**src/rtl/eag_defines.vh**
```
`ifndef EAG_DEFINES_VH
`define EAG_DEFINES_VH
// ----------------------------------------
// Instruction word fields
// ----------------------------------------
`define EAG_OPC_MSB 15
`define EAG_OPC_LSB 11
`define EAG_POST_BIT 10
`define EAG_DEREF_BIT 9
`define EAG_PRE_BIT 8
`define EAG_DISP_MSB 7
`define EAG_WORD_W 16
`define EAG_DISP_W 8
`define EAG_OPC_W 5
`define EAG_LEVEL_W 4
`define EAG_ADDR_RST 16'h0000
`endif

```
**src/rtl/eag_effective_address.v**
```verilog
`timescale 1ns/1ps
`default_nettype none
`include "eag_defines.vh"
module eag_effective_address #(
  parameter LEVELS = 16,
  parameter [`EAG_OPC_W-1:0] OPC_JCOND = 5'h1A,
  parameter [`EAG_OPC_W-1:0] OPC_BYTE = 5'h1B,
  parameter [`EAG_OPC_W-1:0] OPC_RBLK = 5'h1C
) (
  input wire clk,
  input wire srst,
  input wire start,
  input wire [`EAG_WORD_W-1:0] instr_word,
  input wire [`EAG_WORD_W-1:0] instr_addr,
  input wire [`EAG_LEVEL_W-1:0] active_level,
  input wire lvl_wr,
  input wire [`EAG_LEVEL_W-1:0] lvl_wr_level,
  input wire [`EAG_WORD_W-1:0] lvl_wr_pointer,
  input wire [`EAG_WORD_W-1:0] lvl_wr_post,
  output wire busy,
  output reg mem_rd,
  output reg [`EAG_WORD_W-1:0] mem_addr,
  input wire mem_ack,
  input wire [`EAG_WORD_W-1:0] mem_rdata,
  output reg ea_valid,
  output reg [`EAG_WORD_W-1:0] ea,
  output reg [`EAG_OPC_W-1:0] ea_opcode,
  output reg ea_bypass
);
  // ----------------------------------------
  // Per-level pointer and post-offset registers
  // ----------------------------------------
  reg [`EAG_WORD_W-1:0] ptr_mem [0:LEVELS-1];
  reg [`EAG_WORD_W-1:0] post_mem [0:LEVELS-1];
  integer i;
  always @(posedge clk)
  begin
    if (srst)
    begin
      for (i = 0; i < LEVELS; i = i + 1)
      begin
        ptr_mem[i] <= `EAG_ADDR_RST;
        post_mem[i] <= `EAG_ADDR_RST;
      end
    end
    else if (lvl_wr)
    begin
      ptr_mem[lvl_wr_level] <= lvl_wr_pointer;
      post_mem[lvl_wr_level] <= lvl_wr_post;
    end
  end

  // ----------------------------------------
  // Decode
  // ----------------------------------------
  function [`EAG_WORD_W-1:0] sext_disp;
    input [`EAG_WORD_W-1:0] w;
    begin
      sext_disp = {{8{w[`EAG_DISP_MSB]}}, w[`EAG_DISP_MSB:0]};
    end
  endfunction

  // ----------------------------------------
  // Address mode select
  // ----------------------------------------
  localparam [2:0] MODE_REL = 3'h0;
  localparam [2:0] MODE_PTR = 3'h1;
  localparam [2:0] MODE_IND = 3'h2;
  localparam [2:0] MODE_PTR_IND = 3'h3;
  localparam [2:0] MODE_POST = 3'h4;
  localparam [2:0] MODE_PTR_POST = 3'h5;
  localparam [2:0] MODE_IND_POST = 3'h6;
  localparam [2:0] MODE_PTR_IND_POST = 3'h7;

  // Plain post-offset form has no base, the register alone carries it
  function [`EAG_WORD_W-1:0] mode_base;
    input [2:0] mode_bits;
    input [`EAG_WORD_W-1:0] counter;
    input [`EAG_WORD_W-1:0] pointer;
    begin
      case (mode_bits)
        MODE_REL: mode_base = counter;
        MODE_PTR: mode_base = pointer;
        MODE_IND: mode_base = counter;
        MODE_PTR_IND: mode_base = pointer;
        MODE_POST: mode_base = `EAG_ADDR_RST;
        MODE_PTR_POST: mode_base = pointer;
        MODE_IND_POST: mode_base = counter;
        MODE_PTR_IND_POST: mode_base = pointer;
        default: mode_base = counter;
      endcase
    end
  endfunction

  wire [`EAG_OPC_W-1:0] opc = instr_word[`EAG_OPC_MSB:`EAG_OPC_LSB];
  wire f_post = instr_word[`EAG_POST_BIT];
  wire f_deref = instr_word[`EAG_DEREF_BIT];
  wire f_pre = instr_word[`EAG_PRE_BIT];
  wire [`EAG_WORD_W-1:0] disp = sext_disp(instr_word);
  wire own_format = (opc == OPC_JCOND) || (opc == OPC_BYTE) || (opc == OPC_RBLK);
  wire [`EAG_WORD_W-1:0] cur_ptr = ptr_mem[active_level];
  wire [`EAG_WORD_W-1:0] cur_post = post_mem[active_level];

  // Without the pre bit the base is this instruction's address, not the advanced counter (zero for plain post-offset)
  wire [2:0] mode = {f_post, f_deref, f_pre};
  wire [`EAG_WORD_W-1:0] base = mode_base(mode, instr_addr, cur_ptr);
  wire [`EAG_WORD_W-1:0] zero_w = `EAG_ADDR_RST;
  wire [`EAG_WORD_W-1:0] post_add = f_post ? cur_post : zero_w;
  wire [`EAG_WORD_W-1:0] inter_addr;
  wire [`EAG_WORD_W-1:0] direct_ea;
  wire [`EAG_WORD_W-1:0] indir_ea;
  reg [`EAG_WORD_W-1:0] held_post;

  // Pre-offset joins before the fetch
  eag_adder #(.W(`EAG_WORD_W)) u_pre (
    .a(base),
    .b(disp),
    .c(zero_w),
    .sum(inter_addr)
  );
  // Direct modes need one sum, so ea_valid rises the cycle after start
  eag_adder #(.W(`EAG_WORD_W)) u_dir (
    .a(base),
    .b(disp),
    .c(post_add),
    .sum(direct_ea)
  );
  // Post-offset only after the pointer word arrives
  eag_adder #(.W(`EAG_WORD_W)) u_post (
    .a(mem_rdata),
    .b(held_post),
    .c(zero_w),
    .sum(indir_ea)
  );

  // ----------------------------------------
  // Control
  // ----------------------------------------
  localparam ST_IDLE = 1'b0;
  localparam ST_FETCH = 1'b1;
  reg state;
  reg next_state;
  assign busy = (state == ST_FETCH);

  always @*
  begin
    next_state = state;
    case (state)
      ST_IDLE:
        if (start && f_deref && !own_format)
          next_state = ST_FETCH;
      ST_FETCH:
        if (mem_ack)
          next_state = ST_IDLE;
      default:
        next_state = ST_IDLE;
    endcase
  end

  always @(posedge clk)
  begin
    if (srst)
    begin
      state <= ST_IDLE;
      mem_rd <= 1'b0;
      mem_addr <= `EAG_ADDR_RST;
      ea_valid <= 1'b0;
      ea <= `EAG_ADDR_RST;
      ea_opcode <= {`EAG_OPC_W{1'b0}};
      ea_bypass <= 1'b0;
      held_post <= `EAG_ADDR_RST;
    end
    else
    begin
      state <= next_state;
      ea_valid <= 1'b0;
      case (state)
        ST_IDLE:
          if (start)
          begin
            ea_opcode <= opc;
            ea_bypass <= own_format;
            if (own_format)
            begin
              // Other formats pass through with no address work
              ea_valid <= 1'b1;
              ea <= `EAG_ADDR_RST;
            end
            else if (f_deref)
            begin
              mem_rd <= 1'b1;
              mem_addr <= inter_addr;
              held_post <= post_add;
            end
            else
            begin
              ea_valid <= 1'b1;
              ea <= direct_ea;
            end
          end
        ST_FETCH:
          if (mem_ack)
          begin
            mem_rd <= 1'b0;
            ea_valid <= 1'b1;
            ea <= indir_ea;
          end
        default:
          mem_rd <= 1'b0;
      endcase
    end
  end
endmodule // eag_effective_address
`default_nettype wire

```
**src/rtl/eag_adder.v**
```verilog
`timescale 1ns/1ps
`default_nettype none
module eag_adder #(
  parameter W = 16
) (
  input wire [W-1:0] a,
  input wire [W-1:0] b,
  input wire [W-1:0] c,
  output wire [W-1:0] sum
);
  // Carry out of the top bit is dropped, addresses wrap
  wire [W+1:0] full;
  assign full = {2'b00, a} + {2'b00, b} + {2'b00, c};
  assign sum = full[W-1:0];
endmodule // eag_adder
`default_nettype wire

```
**config.mk**
```make
export PLATFORM = sky130hd
export DESIGN_NAME = eag_effective_address
export DESIGN_NICKNAME = d
export VERILOG_FILES = /design/src/rtl/eag_effective_address.v /design/src/rtl/eag_adder.v
export VERILOG_INCLUDE_DIRS = /design/src /design/src/rtl
export SDC_FILE = /design/constraint.sdc
export NUM_CORES = 1
export LEC_CHECK = 0
export ABC_AREA = 1
export BUFFER_PORTS_ARGS = -buffer_cell sky130_fd_sc_hd__buf_2
export CAP_MARGIN = 20
export CORE_AREA = 5 5 250 252
export DETAILED_ROUTE_END_ITERATION = 10
export DIE_AREA = 0 0 255 257
export PLACE_DENSITY = 0.68
export SLEW_MARGIN = 0
export SYNTH_ARGS = -nofsm -noshare
export SYNTH_HDL_FRONTEND = slang
export SYNTH_SLANG_ARGS = --single-unit
```
**constraint.sdc**
```tcl
create_clock -name clk -period 7.36 [get_ports clk]
set_clock_uncertainty 0.05 [all_clocks]
set_input_delay 0 -clock clk [delete_from_list [all_inputs] [get_ports clk]]
set_output_delay 0 -clock clk [all_outputs]
set_load 0.01 [all_outputs]
```
==> metrics.md, run 1 <==
| Metric | Value |
|---|---|
| Post-route clock period utilization | 66.9% |
| Power density over cell area | 252 nW/µm² |
| Switching Power | 2.02 mW |
| Max frequency | 0.203 GHz |
| Final Instance Count excl. Fillers | 3616 |
| Pint | 5.60 mW |
| Yosys cell types | 44 |
| Register share of total power | 49.5% |
| Vias in the first global route | 20804 |
| Setup bufs post-CTS | 0 |
| RSZ-0062 raised after global routing | false |
| Final Max Tran Viols | 0 |
| Switching share of power | 26.5% |
| Core ar. | 59900 µm² |
| Clock share of power | 36.7% |
| Worst Tran Pin Value | 1.09 ns |
| Leakage | 11.6 nW |
| Synth Flop Type | edfxtp_1 |
| Final setup fails | 0 |
| Final hold vios | 0 |
| Post-synth top area share | 57.5% |
| Post-layout power | 7.62 mW |
| Placed Instance Area | 27800 µm² |
| Setup WS pre-CTS | 1.89 ns |
| Wire per inst | 24.3 µm |
| Comb pwr share | 13.8% |
| Placed insts | 3448 |
| Synth Instances | 2692 |
| CTS Buffer Depth | 3 |
| Via count | 21569 |
| Seq/Total Area, Yosys | 61.8% |
| Utilization after layout | 50.5% |
| Final GP Congestion | 0.930 |
| H-tree depth | 2 |
| Layout cells sized above 1 | 10.4% |
| DIE AREA | 65500 µm² |
| CTS tree | built |
| CTS Buf Count | 56 |
| Total Routing Usage GR | 25.8% |
| Top-count cell post-synth | nor2_1 |
| Worst-path maximum fanout | 68 |
| Outcome | finished, final reports clean |
| Grt total ovfl | 0 |
| Drt first pass iters | 6 |
| Arrival time at the worst endpoint | 5.43 ns |
| Post-synth ARST share | 0% |
| TritonCTS Sinks | 569 |
| Startpoint Class | input pin |
| First-pass GRT wire length | 128 mm |
| Fin Hold WS | 0.0177 ns |
| # port buffers | 133 |
| VDD IR max | 0.188 mV |
| Initial Util | 44.6% |
| Headroom to the max-slew limit | 27.5% |
| Post-route cell area | 30200 µm² |
| Floorplan row count | 90 |
| Final nets | 2927 |
| MaxCap Viol Count | 0 |
| Clock Pin Slew Worst Setup and Hold Paths | 0.07 ns |
| Clock root buffer master | clkbuf_16 |
| DPL Wire Length | 49.4 mm |
| Synth area leaders | edfxtp_1, nor2_1, o21ai_0 |
| EDFF count, synth | 512 |
| Chip width | 255 µm |
| DRC errors left | 0 |
| Syn nets | 2833 |
| Largest net degree at the start of global routing | 123 |
| Initial DRC Count | 2513 |
| CP Class | input pin to flop |
| Worst skew pair latency | 0.62 ns |
| Tightest Hold Check Type | input pin to flop |
| Final WL | 87.7 mm |
| Die height | 257 µm |
| Area leader, netlist | edfxtp_1 |
| Syn Area/Cell | 9.92 µm² |
| Setup_tns | 0 ns |
| Setup crit end kind | flop |
| I/O pin total | 134 |
| Synthesis-stage register bit count | 569 |
| Commonest cells in the netlist | nor2_1, edfxtp_1, o21ai_0 |
| YS warnings | 0 |
| Critical Path RT | 7.87 ns |
| DR vias/cell | 5.96 |
| Tmin final | 4.93 ns |
| Initial antenna violation count | 5 |
| Synthesis-to-layout area growth | 13.1% |
| Slack of the critical path | 2.43 ns |
| Remaining antenna violation count after routing | 0 |
| Netlist Area Pre-Place | 26700 µm² |
==> power by group through the flow <==
stage                     combinational (mW)  sequential, mW  clock, mW
final                                   1.05            3.77       2.80
after global routing                    1.14            3.79       2.95
after CTS                               1.03            3.77       2.81
after detailed placement                1.00            3.84          0
after global placement                 0.987            3.83          0
after floorplan                        0.658            3.83          0
==> path summary, 6_finish.rpt <==
check / startpoint / to / slack (ns) / cells past startpoint
hold / removal: instr_addr[0] / mem_addr[0] / 0.02 / 5
setup reg to reg: ptr_mem[10][0] / ea[13] / 2.96 / 25
hold reg to reg: mem_addr[4] / mem_addr[4] / 0.45 / 2
setup / recovery: active_level[1] / ea[13] / 2.43 / 27
==> routing by layer <==
| layer | track usage [%] | vias to the layer above | share of wire (%) | wire [µm] |
|---|---|---|---|---|
| met5 | 0 | - | 0 | 0 |
| met4 | 10.7 | 0 | 4.7 | 4100 |
| met3 | 5.38 | 267 | 12 | 10300 |
| met2 | 41.8 | 1411 | 46 | 40700 |
| met1 | 34.0 | 10313 | 37 | 32700 |
| li1 | - | 9578 | - | - |
==> state kept, by name, indices dropped and copies added, names as in the netlist <==
signal / cells
ea_valid: 1
ea_opcode: 5
ea: 16
ptr_mem: 256
post_mem: 256
mem_rd: 1
busy: 1
mem_addr: 16
ea_bypass: 1
held_post: 16
==> placed cells by master (no fill, tap or decap), types with 13 or more instances in the layout <==
master,netlist,final
buf_4,10,49
xor2_1,15,15
nand3_1,60,60
buf_2,30,130
o21ai_0,301,301
a32o_1,13,13
inv_1,119,118
o22ai_1,50,50
o21ai_1,43,43
nor2_1,836,835
ha_1,45,45
o211ai_1,30,30
dfxtp_1,57,57
nand2_2,0,16
clkbuf_16,0,56
nand2_1,182,166
edfxtp_1,512,512
clkinv_1,3,14
a21oi_1,67,67
o221ai_1,77,77
dlygate4sd3_1,0,62
==> critical path: stages <==
cell and delay (ns):
buf_4 0.56, clkinv_2 0.53, buf_4 0.48, o21ai_0 0.18, o221ai_1 0.14, o21ai_1 0.13
nand2_1 0.07, a32o_1 0.36, ha_1 0.39, nand2_1 0.07, nand2_1 0.06, a31oi_1 0.06
o21ai_0 0.30, nand2_1 0.08, a21oi_1 0.27, xor2_1 0.14, ha_1 0.39, nand2_1 0.09
nor2_1 0.15, nand3_1 0.10, o2111ai_1 0.18, nand3_1 0.16, nand3_1 0.10, nand2_1 0.05
o211ai_1 0.18, o211ai_1 0.11, inv_1 0.08
==> kinds of logic (layout without fill, tap and decap cells) <==
| group | after synthesis | after routing | share of synthesized area, % |
|---|---|---|---|
| XOR/XNOR | 24 | 24 | 0.787 |
| flip-flops | 569 | 569 | 61.8 |
| buffers and inverters | 331 | 467 | 5.22 |
| AND/OR/NAND/NOR | 1096 | 1096 | 15.8 |
| adder cells (fa/ha/maj) | 48 | 48 | 2.33 |
| AO/OA/AOI/OAI | 624 | 624 | 14.0 |
| other | 0 | 6 | 0 |
==> cell type report <==
| class | instances | area [µm²] |
|---|---|---|
| Tap cell | 782 | 978 |
| Inverter | 125 | 475 |
| Clock inverter | 33 | 302 |
| Fill cell | 5340 | 29700 |
| Sequential cell | 569 | 16500 |
| Timing Repair Buffer | 242 | 1650 |
| Multi-Input combinational cell | 1792 | 8850 |
| Clock buffer | 67 | 1440 |
| Antenna cell | 6 | 15.0 |
==> repair_timing <==
| action | CTS | global route |
|---|---|---|
| gates resized for setup | 0 | 0 |
| hold endpoints to repair | 531 | 0 |
| hold buffers | 62 | 0 |
Power figures use the tool's default switching activity.
==> run 2, diff against run 1 <==
Settings changed: PLACE_DENSITY 0.68 to 0.71.
Clock period 7.36 ns to 4.05 ns, I/O delays scaled along.
==> metrics.md, run 2 (synthesized netlist as in run 1, its figures left out) <==
| Metric | Value |
|---|---|
| Clock root buffer master | clkbuf_16 |
| Biggest regs | post_mem (256), ptr_mem (256) |
| Failing checks | negative setup slack |
| Die height | 257 µm |
| Post-route clock period utilization | 101% |
| Total Routing Usage GR | 24.9% |
| Post-layout power | 14.4 mW |
| DRC errors left | 0 |
| Largest net degree at the start of global routing | 81 |
| Core ar. | 59900 µm² |
| Floorplan row count | 90 |
| Placed Instance Area | 28900 µm² |
| Layout cells sized above 1 | 16.3% |
| Final GP Congestion | 0.932 |
| Post-route cell area | 31700 µm² |
| Chip width | 255 µm |
| Final Instance Count excl. Fillers | 3740 |
| Final hold vios | 0 |
| Worst-path maximum fanout | 4 |
| MaxCap Viol Count | 0 |
| Vias in the first global route | 21581 |
| Initial DRC Count | 2921 |
| Grt total ovfl | 0 |
| Wire per inst | 22.5 µm |
| H-tree depth | 2 |
| Tmin final | 4.08 ns |
| Utilization after layout | 53.0% |
| DIE AREA | 65500 µm² |
| Initial antenna violation count | 8 |
| # port buffers | 133 |
| Clock Pin Slew Worst Setup and Hold Paths | 0.06 ns |
| CTS Buffer Depth | 3 |
| Hold path depth | 6 |
| Critical Path RT | 4.54 ns |
| Worst skew pair latency | 0.63 ns |
| Final setup fails | 1 |
| Max frequency | 0.245 GHz |
| Filler cells | 5033 |
| Final Max Tran Viols | 0 |
| DPL Wire Length | 49.8 mm |
| Placed insts | 3565 |
| Synthesis-to-layout area growth | 18.8% |
| Outcome | finished with violations |
| Setup_tns | -0.0318 ns |
| CTS tree | built |
| DR vias/cell | 5.89 |
| Via count | 22040 |
| VDD IR max | 0.299 mV |
| Worst R2R Path Depth | 24 |
| Final nets | 3051 |
| Startpoint Class | flop |
| TritonCTS Sinks | 569 |
| I/O pin total | 134 |
| Leakage | 12.3 nW |
| Final WL | 84.2 mm |
| Most frequent cells in the layout | nor2_1, edfxtp_1, o21ai_0 |
| Tightest Hold Check Type | input pin to flop |
| Initial Util | 44.6% |
| Drt first pass iters | 6 |
| Setup WS pre-CTS | -0.268 ns |
| RSZ-0062 raised after global routing | true |
| Slack of the critical path | -0.0318 ns |
| Arrival time at the worst endpoint | 4.57 ns |
| First-pass GRT wire length | 127 mm |
| Commonest non-fill, non-tap cell in the layout | nor2_1 |
| Headroom to the max-slew limit | 21.5% |
| Power density over cell area | 453 nW/µm² |
| Fin Hold WS | 0.0287 ns |
| Remaining antenna violation count after routing | 0 |
| CTS Buf Count | 56 |
| CP Class | flop to flop |
| Worst Tran Pin Value | 1.17 ns |
| Setup crit end kind | flop |
-- run 2: cell types whose count changed in the layout (fill, tap and decap cells not counted), moves of 10 or more --
cell,before,now
buf_4,49,158
o21ai_0,301,282
o21ai_1,43,58
buf_12,0,13
a21oi_1,67,56
nand2_1,166,155
a21oi_2,8,18
nand2_2,16,26
-- run 2: area by class of cell --
cell class / count / area, µm² / share of cell area, %
clock inverter: 31 / 245 / 0.773
antenna: 3 / 7.51 / 0.0237
timing repair buffer: 366 / 2810 / 8.84
multi-input combinational: 1792 / 9240 / 29.1
inverter: 125 / 480 / 1.51
tap: 782 / 978 / 3.08
sequential: 569 / 16500 / 52.0
clock buffer: 72 / 1460 / 4.61
-- run 2: per-layer routing --
layer	part of all wire [%]	track usage, %	vias to the layer above
met3	12	5.69	276
met5	0.053	0	-
li1	-	-	9842
met4	4.6	10.3	8
met2	48	41.2	1389
met1	36	31.8	10525
-- run 2: critical path, cell delays in order (launching register included) --
cell	delay (ns)
edfxtp_1	0.38
o21ai_2	0.14
o22ai_1	0.10
nor2_1	0.10
a31oi_1	0.05
o211ai_1	0.44
nand2_1	0.21
ha_4	0.34
nand2_2	0.06
o21a_1	0.18
o21ai_2	0.08
nand2_2	0.09
a21oi_4	0.19
a31oi_4	0.12
xnor2_2	0.18
ha_4	0.30
buf_6	0.11
inv_6	0.04
nor3_4	0.21
nand3_2	0.11
nand3_1	0.07
nand2_1	0.05
o211ai_1	0.20
o211ai_1	0.11
inv_1	0.09
-- run 2: power breakdown --
group,switching (mW),internal [mW],leakage (nW)
Combinational,1.51,1.03,6.14
Sequential,0.114,6.74,5.35
Clock,2.23,2.74,0.828
-- run 2: final timing paths --
kind	from	end	slack, ns
max	ptr_mem[6][7]	ea[14]	-0.03
max reg2reg	ptr_mem[6][7]	ea[14]	-0.03
min	mem_rdata[6]	ea[6]	0.03
min reg2reg	mem_rd	mem_rd	0.42
-- run 2: repair_timing --
item | in CTS | in global routing
setup buffers | 2 | 4
hold buffers | 57 | 0
hold endpoints to repair | 511 | 0
pin swaps | 9 | 34
endpoints found under the setup margin | 9 | 9
resized for setup | 23 | 76
